## src/rtl/ccri_map.svh

```systemverilog
`ifndef CCRI_MAP_SVH
`define CCRI_MAP_SVH
// =====================================
// Command codes
`define CCRI_CMD_DATE 16'h0086
`define CCRI_CMD_SER_LO 16'h0087
`define CCRI_CMD_SER_HI 16'h0088
`define CCRI_CMD_SCALE 16'h00C0
`define CCRI_CMD_STATUS 16'h00C1
`define CCRI_CMD_SETUP 16'h00C2
// =====================================
// Frame identifiers, low byte is the unit address
`define CCRI_ID_WRITE 20'hC0100
`define CCRI_ID_READ 20'hC0100
`define CCRI_ID_RESP 20'hC0000
`define CCRI_ID_BASE_MASK 20'hFFF00
`define CCRI_DLC_WRITE 4'h4
`define CCRI_DLC_READ 4'h2
// =====================================
// Field positions
`define CCRI_ST_MASTER 0
`define CCRI_ST_SECONDARY_OUTPUT_GOOD 1
`define CCRI_ST_POWER_FACTOR_STAGE_GOOD 2
`define CCRI_ST_DUMMY 4
`define CCRI_ST_INIT 5
`define CCRI_ST_MEMERR 6
`define CCRI_CFG_BUS_CTRL 0
`define CCRI_CFG_INIT_LO 1
`define CCRI_CFG_INIT_HI 2
`define CCRI_CFG_MASK 16'h0007
`define CCRI_SETUP_RESET 16'h0000
`define CCRI_FACTOR_NONE 4'h0
`define CCRI_FACTOR_MIN 4'h4
`define CCRI_FACTOR_MAX 4'h9
`endif

```

## src/rtl/ccri_pkg.sv

```systemverilog
package ccri_pkg;
  typedef struct packed {
    logic [19:0] id;
    logic [3:0] dlc;
    logic [7:0][7:0] data;
  } ccri_frame_t;
  typedef struct packed {
    logic param_memory_error;
    logic in_init;
    logic dummy_load_active;
    logic power_factor_stage_good;
    logic secondary_output_good;
    logic is_master;
  } ccri_status_t;
  typedef struct packed {
    logic [3:0] input_current_multiplier;
    logic [3:0] temperature_multiplier;
    logic [3:0] fan_speed_multiplier;
    logic [3:0] input_voltage_multiplier;
    logic [3:0] output_current_multiplier;
    logic [3:0] output_voltage_multiplier;
  } ccri_scale_t;
  typedef enum logic [1:0] {
    CCRI_PWR_OFF,
    CCRI_PWR_ON,
    CCRI_PWR_PREVIOUS,
    CCRI_PWR_RESERVED
  } ccri_pwr_init_t;
endpackage

```

## src/rtl/ccri_top.sv

```systemverilog
`timescale 1ns/1ns
`include "ccri_map.svh"
// Contract
// - Date register returns six ASCII digits year, month, day, byte 0 first.
// - Serial text spans two six-byte registers: date then running count.
// - Scale byte 0 bits 0..3 hold the output-voltage factor code.
// - Factor codes: 0 unsupported, 4..9 select 0.001 up to 100.
// - Scale byte 0 bits 4..7 hold the output-current factor code.
// - Scale byte 1 holds input-voltage low nibble, fan-speed high nibble.
// - Scale byte 2 holds temperature code low nibble, upper bits reserved.
// - Scale byte 3 holds input-current code low; bytes 4 and 5 reserved.
// - Status bit 0 reads 1 when this unit is parallel master.
// - Status bit 1 reads 1 when secondary output voltage is normal.
// - Status bit 2 reads 1 when power-factor stage is on and normal.
// - Status bit 4 reads 1 while the dummy load is on.
// - Status bit 5 reads 1 during initialization.
// - Status bit 6 reads 1 after a parameter memory access failure.
// - Unsupported and unassigned status or setup bits read zero.
// - Setup bit 0 selects analog inputs or bus commands for output control.
// - Setup bits 1..2 choose power-up on/off state; 3 reserved.
// - Command code and parameters travel low byte first.
// - Device answers on response identifier with its address, echoing command.
// - Both nodes use extended identifiers at 250 kbit/s.
// - Fault low byte flags fan, temperature, voltage, current, short, input, off, hot.
module ccri_top #(
  parameter int ADDR_W = 8
) (
  input wire logic clk_sys_in,
  input wire logic arst_n_in,
  input wire logic [ADDR_W-1:0] unit_addr_in,
  input wire logic rx_valid_in,
  input wire ccri_pkg::ccri_frame_t rx_frame_in,
  input wire logic tx_ready_in,
  output logic tx_valid_out,
  output ccri_pkg::ccri_frame_t tx_frame_out,
  input wire logic [47:0] date_text_in,
  input wire logic [47:0] count_text_in,
  input wire ccri_pkg::ccri_scale_t scale_in,
  input wire ccri_pkg::ccri_status_t status_in,
  input wire logic [7:0] fault_in,
  input wire logic [15:0] output_voltage_setpoint_in,
  input wire logic [15:0] output_current_setpoint_in,
  output logic bus_control_out,
  output logic [1:0] power_up_mode_out,
  output logic setup_write_out,
  output logic [15:0] output_voltage_setpoint_out,
  output logic [15:0] output_current_setpoint_out,
  output logic [7:0] fault_flags_out
);
  import ccri_pkg::*;

  initial begin
    if (ADDR_W != 8) begin
      $error("ccri_top serves only an 8-bit unit address");
    end
  end

  // =====================================
  // Frame decode
  logic [15:0] cmd_w;
  logic [15:0] param_w;
  logic addr_hit_w;
  logic is_write_w;
  logic is_read_w;
  logic [7:0] rd_len_w;
  logic [47:0] rd_data_w;
  logic known_w;

  function automatic logic [3:0] ccri_code_ok(input logic [3:0] code);
    // Codes outside the defined set are reported as unsupported
    ccri_code_ok = (code == `CCRI_FACTOR_NONE ||
                    (code >= `CCRI_FACTOR_MIN && code <= `CCRI_FACTOR_MAX)) ? code : `CCRI_FACTOR_NONE;
  endfunction

  assign cmd_w = {rx_frame_in.data[1], rx_frame_in.data[0]};
  assign param_w = {rx_frame_in.data[3], rx_frame_in.data[2]};
  // Only 20 identifier bits of the extended form are carried; the link below handles the bit rate
  assign addr_hit_w = (rx_frame_in.id[7:0] == unit_addr_in);
  assign is_write_w = rx_valid_in && addr_hit_w && rx_frame_in.dlc == `CCRI_DLC_WRITE &&
                      (rx_frame_in.id & `CCRI_ID_BASE_MASK) == `CCRI_ID_WRITE;
  assign is_read_w = rx_valid_in && addr_hit_w && rx_frame_in.dlc == `CCRI_DLC_READ &&
                     (rx_frame_in.id & `CCRI_ID_BASE_MASK) == `CCRI_ID_READ;

  // =====================================
  // Register storage
  logic [15:0] setup_r;
  logic [15:0] setup_nxt;
  logic [15:0] vset_r;
  logic [15:0] iset_r;
  logic [15:0] status_w;
  logic [47:0] scale_w;
  logic setup_wr_w;

  assign setup_wr_w = is_write_w && cmd_w == `CCRI_CMD_SETUP;
  // Only the three defined bits are kept so the rest read zero
  assign setup_nxt = param_w & `CCRI_CFG_MASK;

  always_ff @(posedge clk_sys_in or negedge arst_n_in) begin
    if (!arst_n_in) begin
      setup_r <= `CCRI_SETUP_RESET;
    end else if (setup_wr_w) begin
      setup_r <= setup_nxt;
    end
  end

  // Setpoints are kept for read-back; they act only in bus control mode
  always_ff @(posedge clk_sys_in or negedge arst_n_in) begin
    if (!arst_n_in) begin
      vset_r <= 16'h0000;
      iset_r <= 16'h0000;
    end else if (is_write_w && cmd_w == 16'h0020) begin
      vset_r <= param_w;
    end else if (is_write_w && cmd_w == 16'h0030) begin
      iset_r <= param_w;
    end
  end

  assign bus_control_out = setup_r[`CCRI_CFG_BUS_CTRL];
  assign power_up_mode_out = setup_r[`CCRI_CFG_INIT_HI:`CCRI_CFG_INIT_LO];
  assign setup_write_out = setup_wr_w;
  assign output_voltage_setpoint_out = bus_control_out ? vset_r : output_voltage_setpoint_in;
  assign output_current_setpoint_out = bus_control_out ? iset_r : output_current_setpoint_in;
  assign fault_flags_out = fault_in;

  always_comb begin
    status_w = 16'h0000;
    status_w[`CCRI_ST_MASTER] = status_in.is_master;
    status_w[`CCRI_ST_SECONDARY_OUTPUT_GOOD] = status_in.secondary_output_good;
    status_w[`CCRI_ST_POWER_FACTOR_STAGE_GOOD] = status_in.power_factor_stage_good;
    status_w[`CCRI_ST_DUMMY] = status_in.dummy_load_active;
    status_w[`CCRI_ST_INIT] = status_in.in_init;
    status_w[`CCRI_ST_MEMERR] = status_in.param_memory_error;
  end

  assign scale_w = {16'h0000,
                    4'h0, ccri_code_ok(scale_in.input_current_multiplier),
                    4'h0, ccri_code_ok(scale_in.temperature_multiplier),
                    ccri_code_ok(scale_in.fan_speed_multiplier),
                    ccri_code_ok(scale_in.input_voltage_multiplier),
                    ccri_code_ok(scale_in.output_current_multiplier),
                    ccri_code_ok(scale_in.output_voltage_multiplier)};

  // =====================================
  // Read selection, byte 0 in the low lane
  always_comb begin
    rd_data_w = 48'h0;
    rd_len_w = 8'h00;
    known_w = 1'b1;
    unique case (cmd_w)
      `CCRI_CMD_DATE: begin
        rd_data_w = date_text_in;
        rd_len_w = 8'h06;
      end
      `CCRI_CMD_SER_LO: begin
        rd_data_w = date_text_in;
        rd_len_w = 8'h06;
      end
      `CCRI_CMD_SER_HI: begin
        rd_data_w = count_text_in;
        rd_len_w = 8'h06;
      end
      `CCRI_CMD_SCALE: begin
        rd_data_w = scale_w;
        rd_len_w = 8'h06;
      end
      `CCRI_CMD_STATUS: begin
        rd_data_w = {32'h0, status_w};
        rd_len_w = 8'h02;
      end
      `CCRI_CMD_SETUP: begin
        rd_data_w = {32'h0, setup_r};
        rd_len_w = 8'h02;
      end
      16'h0020: begin
        rd_data_w = {32'h0, vset_r};
        rd_len_w = 8'h02;
      end
      16'h0030: begin
        rd_data_w = {32'h0, iset_r};
        rd_len_w = 8'h02;
      end
      16'h0040: begin
        rd_data_w = {40'h0, fault_in};
        rd_len_w = 8'h02;
      end
      default: begin
        known_w = 1'b0;
      end
    endcase
  end

  // =====================================
  // Response frame; a request is dropped while a reply still waits
  ccri_frame_t resp_nxt;
  always_comb begin
    resp_nxt = '0;
    resp_nxt.id = `CCRI_ID_RESP | {12'h000, unit_addr_in};
    resp_nxt.dlc = 4'((rd_len_w + 8'h02));
    resp_nxt.data[0] = cmd_w[7:0];
    resp_nxt.data[1] = cmd_w[15:8];
    resp_nxt.data[7:2] = rd_data_w;
  end

  always_ff @(posedge clk_sys_in or negedge arst_n_in) begin
    if (!arst_n_in) begin
      tx_valid_out <= 1'b0;
      tx_frame_out <= '0;
    end else if (tx_valid_out) begin
      tx_valid_out <= !tx_ready_in;
    end else if (is_read_w && known_w) begin
      tx_valid_out <= 1'b1;
      tx_frame_out <= resp_nxt;
    end
  end
  // Writes to read-only commands fall through with no storage
endmodule

```

## config.mk

```make
export PLATFORM = sky130hd
export DESIGN_NAME = ccri_top
export DESIGN_NICKNAME = d
export VERILOG_FILES = /design/src/rtl/ccri_pkg.sv /design/src/rtl/ccri_top.sv
export VERILOG_INCLUDE_DIRS = /design/src /design/src/rtl
export SDC_FILE = /design/constraint.sdc
export NUM_CORES = 1
export LEC_CHECK = 0
export BUFFER_PORTS_ARGS = -buffer_cell sky130_fd_sc_hd__buf_2
export CAP_MARGIN = 20
export CORE_AREA = 2 2 155 157
export CTS_CLUSTER_SIZE = 16
export DETAILED_ROUTE_END_ITERATION = 7
export DIE_AREA = 0 0 157 159
export PLACE_DENSITY = 0.65
export SYNTH_ARGS = -nofsm -noshare
export SYNTH_HDL_FRONTEND = slang
export SYNTH_SLANG_ARGS = --single-unit
```

## constraint.sdc

```tcl
create_clock -name clk_sys_in -period 1.7 [get_ports clk_sys_in]
set_input_delay 0.17 -clock clk_sys_in [delete_from_list [all_inputs] [get_ports clk_sys_in]]
set_output_delay 0.17 -clock clk_sys_in [all_outputs]
set_load 0.05 [all_outputs]
```

==> results of run 1 <==
## flip-flops by register name, indices dropped and copies added (netlist names)
signal and count:
setup_r 3, vset_r 16, tx_valid_out 1, tx_frame_out 76, iset_r 16
## through the flow
step	power [mW]	setup WS (ns)	hold WS [ns]
after CTS	5.93	-0.264	0.0356
final	5.92	-0.267	0.0550
after detailed placement	3.58	-0.638	0.0380
after global routing	6.17	-0.314	0.0411
after floorplan	3.14	-0.403	-0.126
after global placement	3.57	-0.622	0.0372
## final cells by class
type                            count  area, µm²
Timing Repair Buffer              464       3390
Clock buffer                       11        243
Multi-Input combinational cell    357       3620
Fill cell                        2171      12600
Tap cell                          319        399
Inverter                            7       26.3
Clock inverter                      5       63.8
Sequential cell                   112       2800
Antenna cell                        2       5.00
## layout by cell type, fill, tap and decap left out, types with 14 or more instances in the layout
cell	n
mux2_2	55
a22o_1	24
nor2b_1	15
nand3_1	14
buf_4	63
mux2_4	79
dfrtp_1	111
clkbuf_16	15
buf_2	313
a22oi_1	23
buf_8	25
buf_12	17
buf_6	37
nand2_1	17
## worst max-delay path by stage
stage / startpoint / endpoint / slack [ns]
3_5_place_dp: rx_frame_in[77] / tx_frame_out[3] / -0.64
4_1_cts: rx_frame_in[12] / setup_write_out / -0.26
6_report: rx_frame_in[10] / tx_frame_out[51] / -0.27
5_1_grt: rx_frame_in[10] / tx_frame_out[42] / -0.31
2_1_floorplan: rx_frame_in[11] / tx_frame_out[24] / -0.40
3_3_place_gp: rx_frame_in[15] / tx_frame_out[28] / -0.62
## worst register-to-register path: cells and delay by family (launching register included)
family	cells	cell delay (ns)
AOI/OAI and AO/OA	1	0.31
muxes	1	0.31
and+or+nand+nor	2	0.22
buffers and inverters	2	0.39
DFF	1	0.40
## metal layers
metal / track usage / vias to the layer above / routed length (µm)
met5: 0 / - / 0
met4: 0.0517 / 0 / 395
met3: 0.0365 / 27 / 1550
met2: 0.330 / 271 / 13100
met1: 0.241 / 3038 / 10800
li1: - / 2803 / -
## kinds of logic (layout without fill, tap and decap cells)
family          count (synthesis)  in the layout  share of synthesized area
mux                           149            149                      0.265
flops                         112            112                      0.446
simple gates                  108            108                      0.114
compound gates                 80             80                      0.107
buf+inv                        61            487                     0.0549
xor+xnor                        9              9                     0.0125
other cells                     1             13                   0.000596
## what timing repair did
item                                    CTS  global route
pin swaps                                 7            12
hold endpoints to repair                112             0
gates cloned                              8             7
hold buffers                              1             0
setup buffers                            19             6
endpoints found under the setup margin  115           126
resized for setup                       116           105
## power breakdown
part / internal [mW] / leakage (nW) / switching [mW]
registers: 2.66 / 1.55 / 0.000000000154
clock network: 1.20 / 0.147 / 1.05
logic: 0.455 / 3.78 / 0.553
==> results.yml, run 1 <==
outcome:
  status: "finished with violations"
  failed_checks: "setup timing"
global_routing:
  grt_pass1_wl_um: 36200
  grt_pass1_vias: 6291
  grt_max_degree: 55
  grt_usage: 0.190
  antenna_found_initial: 2
  grt_overflow: 0
pwr:
  p_per_area_nw_per_um2: 561
  vdd_ir_drop_max_mv: 0.527
  leakage_nw: 5.48
cts:
  clk_pin_slew_worst_paths_ns: 0.08
  cts-root-buf: "clkbuf_16"
  h-tree-depth: 3
  cts.sinks: 112
  clk_latency_ns: 0.35
  cts_buffers: 9
  cts_tree: "built"
  clockBufferDepth: 2
yosys:
  syn_area_per_cell_um2: 12.1
  synth-async-reset-ratio: 1.00
  yosysTopAreaCellShare: 0.446
  synth.area.top_cells: "dfrtp_1 (45%), mux2_2 (20%), mux2_1 (5.7%)"
  synth_area_um2: 6290
  synth-seq-cells: 112
  yosysTopAreaCell: "dfrtp_1"
  synth_ff_type: "dfrtp_1"
  ys_types: 54
  yosys-top-cells-count: "dfrtp_1 (112), mux2_2 (110), mux2_1 (32)"
  synthCells: 520
  yosysMostFrequentCell: "dfrtp_1"
  seq_area_frac_synth: 0.446
  yosysWarnings: 0
  synth-edff-count: 0
placed_design:
  dp_hpwl_um: 18000
  place_area_um2: 8990
  routabilityCongestion: 0.822
  placedCellCount: 1225
  portBuffers: 355
finish:
  final_cell_area_um2: 10600
  area_delta_synth_final_pct: 67.8
  nNetsFinal: 1217
  layout-drive-gt1-share: 0.672
  layout.cells.non_filler: 1277
  post-route-util: 0.455
timing:
  clock.fmax_mhz: 508
  finalHoldViolations: 0
  setup_viol: 122
  maxSlewHeadroom: 0.637
  period_share: 1.16
  fin_setup_tns_ns: -17.45
  rsz0062_at_grt: "true"
  finClkSkew_ns: 0.0111
  setup_ws_ns: -0.267
  worstMarginPinSlew_ns: 0.545
  finalMaxSlewViolations: 0
  min_period_ns: 1.97
worst_setup_path:
  start_kind: "input pin"
  cp-end-kind: "flop"
  worst_ep_required_time_ns: 1.94
  rr_endpoint: "tx_frame_out[51]"
  cpMostUsedCell: "buf_6"
  r2r_cells: 6
  r2r-start: "tx_valid_out"
  crit_type: "input pin to flop"
  crit_chain: "buf_2 > or4_4 > buf_6 > nor2_4 > o21ai_4 > a211oi_4 > buf_6 > clkbuf_16 > mux2_4"
  cp_max_fo: 7
  cp.buffers_inverters: 4
  cp_num_cells: 9
  cp_slowest_stage_delay_ns: 0.54
  cp_top_family: "simple AND/OR/NAND/NOR gates"
  arrival_ns: 2.20
  ff2ff_setup_slack_ns: -0.04
  crit_slowest_cell: "or4_4"
drt:
  drt_iter0_drc: 287
  vias: 6139
  vias_per_cell: 4.81
  drtAntennaViolNets: 0
  first_pass_iters: 5
  drcViolationCount: 0
  wl_per_cell_um: 20.3
  wl_um: 25900
floorplanning:
  dieArea_um2: 25000
  pin_count: 399
  core_area_um2: 23200
  fp.dieH_um: 159
  floorplan.initialDensity: 0.271
  rows: 56
  die_x_um: 157
hold_path:
  min-delay-start: "rx_frame_in[28]"
  hold_path.class: "input pin to flop"
  whs_endpoint: "iset_r[12]"
  hold_depth: 2
job:
  cap_violations: 0
(Power assumes the default switching activity.)
==> run 2, diff against run 1 <==
--- a/config.mk
+++ b/config.mk
@@ -6,13 +6,14 @@
 export SDC_FILE = /design/constraint.sdc
 export NUM_CORES = 1
 export LEC_CHECK = 0
+export ABC_AREA = 1
 export BUFFER_PORTS_ARGS = -buffer_cell sky130_fd_sc_hd__buf_2
 export CAP_MARGIN = 20
-export CORE_AREA = 2 2 155 157
+export CORE_AREA = 2 2 156 158
 export CTS_CLUSTER_SIZE = 16
 export DETAILED_ROUTE_END_ITERATION = 7
-export DIE_AREA = 0 0 157 159
-export PLACE_DENSITY = 0.65
+export DIE_AREA = 0 0 158 160
+export PLACE_DENSITY = 0.68
 export SYNTH_ARGS = -nofsm -noshare
 export SYNTH_HDL_FRONTEND = slang
 export SYNTH_SLANG_ARGS = --single-unit
==> results.yml, run 2 <==
outcome:
  status: "finished with violations"
  failed_checks: "setup timing"
worst_setup_path:
  cp-end-kind: "output port"
  crit_type: "flop to output port"
  cp_slowest_stage_delay_ns: 0.45
  cp_top_family: "flip-flops"
  cp.buffers_inverters: 2
  crit_slowest_cell: "dfrtp_2"
  crit_chain: "buf_12 > mux2_4 > buf_6"
  worst_ep_required_time_ns: 1.53
  arrival_ns: 1.53
  cp_max_fo: 21
  start_kind: "flop"
yosys:
  yosysTopAreaCellShare: 0.397
  synth_area_um2: 7060
  syn_area_per_cell_um2: 6.98
  synth-seq-cells: 112
  synth_ff_type: "dfrtp_1"
  synth-async-reset-ratio: 1.00
  seq_area_frac_synth: 0.397
  ys_types: 35
  synth.area.top_cells: "dfrtp_1 (40%), nand2_1 (17%), inv_1 (6.4%)"
  yosys-top-cells-count: "nand2_1 (321), inv_1 (121), dfrtp_1 (112)"
  synth-edff-count: 0
  yosysTopAreaCell: "dfrtp_1"
  yosysMostFrequentCell: "nand2_1"
  yosysWarnings: 0
  synthCells: 1011
drt:
  first_pass_iters: 5
  wl_per_cell_um: 15.3
  wl_um: 26400
  vias: 7884
  drtAntennaViolNets: 0
  drt_iter0_drc: 457
  drcViolationCount: 0
  vias_per_cell: 4.57
finish:
  regMostFlops: "tx_frame_out"
  largest_register_ffs: 76
  largest_registers: "tx_frame_out x76, iset_r x16, vset_r x16"
  final_common_cell: "buf_2"
  layout-drive-gt1-share: 0.388
  nNetsFinal: 1658
  final_cell_mix: "buf_2 (324), nand2_1 (320), inv_1 (121), dfrtp_1 (111), nor2_1 (102)"
  multi_input_area_um2: 3670
  n_fill_cell: 2479
  seqCellArea_um2: 2800
  area_delta_synth_final_pct: 46.8
timing:
  period_share: 1.00
  finClkSkew_ns: 0.0145
  min_period_ns: 1.70
  setup_ws_ns: -0.00483
  clock.fmax_mhz: 587
  setup_viol: 1
  rsz0062_at_grt: "true"
  finalHoldViolations: 0
  finalMaxSlewViolations: 0
global_routing:
  antenna_found_initial: 4
  grt_usage: 0.200
  grt_pass1_vias: 7563
  grt_pass1_wl_um: 39300
  grt_overflow: 0
  grt_max_degree: 61
cts:
  clockBufferDepth: 2
  clk_pin_slew_worst_paths_ns: 0.08
  h-tree-depth: 3
  cts_tree: "built"
  clk_latency_ns: 0.35
  cts-root-buf: "clkbuf_16"
  cts_buffers: 9
  cts.sinks: 112
pwr:
  leakage_nw: 5.90
  vdd_ir_drop_max_mv: 0.319
  total_power_mw: 5.85
  p_per_area_nw_per_um2: 564
placed_design:
  dp_hpwl_um: 20600
  routabilityCongestion: 0.907
  portBuffers: 355
  pre_cts_ws_ns: -0.150
floorplanning:
  core_area_um2: 23800
  pin_count: 399
  floorplan.initialDensity: 0.296
  fp.dieH_um: 160
  rows: 57
  dieArea_um2: 25300
  die_x_um: 158
hold_path:
  hold_path.class: "input pin to flop"
job:
  cap_violations: 0
==> run 2: path summary, 6_finish.rpt <==
path                            startpoint                              to  slack, ns  cells after the start
max reg2reg                   tx_valid_out                tx_frame_out[59]       0.20                      9
min                        rx_frame_in[22]                       vset_r[6]       0.07                      3
max in group asynchronous        arst_n_in                tx_frame_out[56]       1.03                      3
min reg2reg                tx_frame_out[0]                 tx_frame_out[0]       0.47                      2
min in group asynchronous        arst_n_in                      setup_r[1]       0.33                      3
max                             setup_r[0]  output_voltage_setpoint_out[8]     -0.005                      3
==> run 2: power breakdown <==
group / leakage (nW) / internal [mW] / switching, mW
Sequential: 1.51 / 2.66 / 0.000000000407
Clock: 0.145 / 1.16 / 1.06
Combinational: 4.25 / 0.376 / 0.586
Total: 5.90 / 4.20 / 1.65
==> run 2: per-stage QoR <==
step / hold slack, ns / setup TNS (ns) / utilization / area [µm²] / std cells
after floorplan: -0.126 / -1.45 / - / 7260 / 1021
after global placement: 0.191 / -0.321 / 0.406 / 9660 / 1698
after detailed placement: 0.193 / -1.36 / 0.406 / 9660 / 1698
after CTS: 0.0501 / -0.624 / 0.428 / 10200 / 1716
after global routing: 0.0803 / -0.269 / 0.435 / 10400 / 1723
final: 0.0667 / -0.00483 / 0.435 / 10400 / 1724
==> run 2: worst min-delay path, delay by kind of cell <==
kind,cells,cell delay (ns)
compound gates,1,0.06
buf+inv,2,0.15
==> run 2: cell families after synthesis <==
group                  count (synthesis)  share of synthesized area
buffers and inverters                191                      0.126
AOI/OAI and AO/OA                    102                     0.0858
DFF                                  112                      0.397
other                                  1                   0.000531
and+or+nand+nor                      592                      0.370
muxes                                 13                     0.0207
==> run 2: area by class of cell <==
cell class              instances  share of cell area
inverters                     130              0.0471
clock buffers                   9              0.0217
diodes                          4            0.000966
well taps                     324              0.0391
repair buffers                421               0.259
clock inverters                 6             0.00772
flip-flops and latches        112               0.270
multi-input cells             718               0.354
==> run 2: what timing repair did <==
item	in CTS	in global routing
gates cloned	1	2
hold endpoints to repair	113	0
gates resized for setup	55	31
hold buffers	2	0
pin swaps	0	1
setup endpoints to repair	26	29
setup buffers	0	2
==> run 2: routing by layer <==
layer / up-vias / GRT usage / share of wire
met5: - / 0 / 0
met4: 0 / 0.0569 / 0.020
met3: 38 / 0.0396 / 0.063
met2: 311 / 0.342 / 0.48
met1: 3621 / 0.256 / 0.43
li1: 3914 / - / -
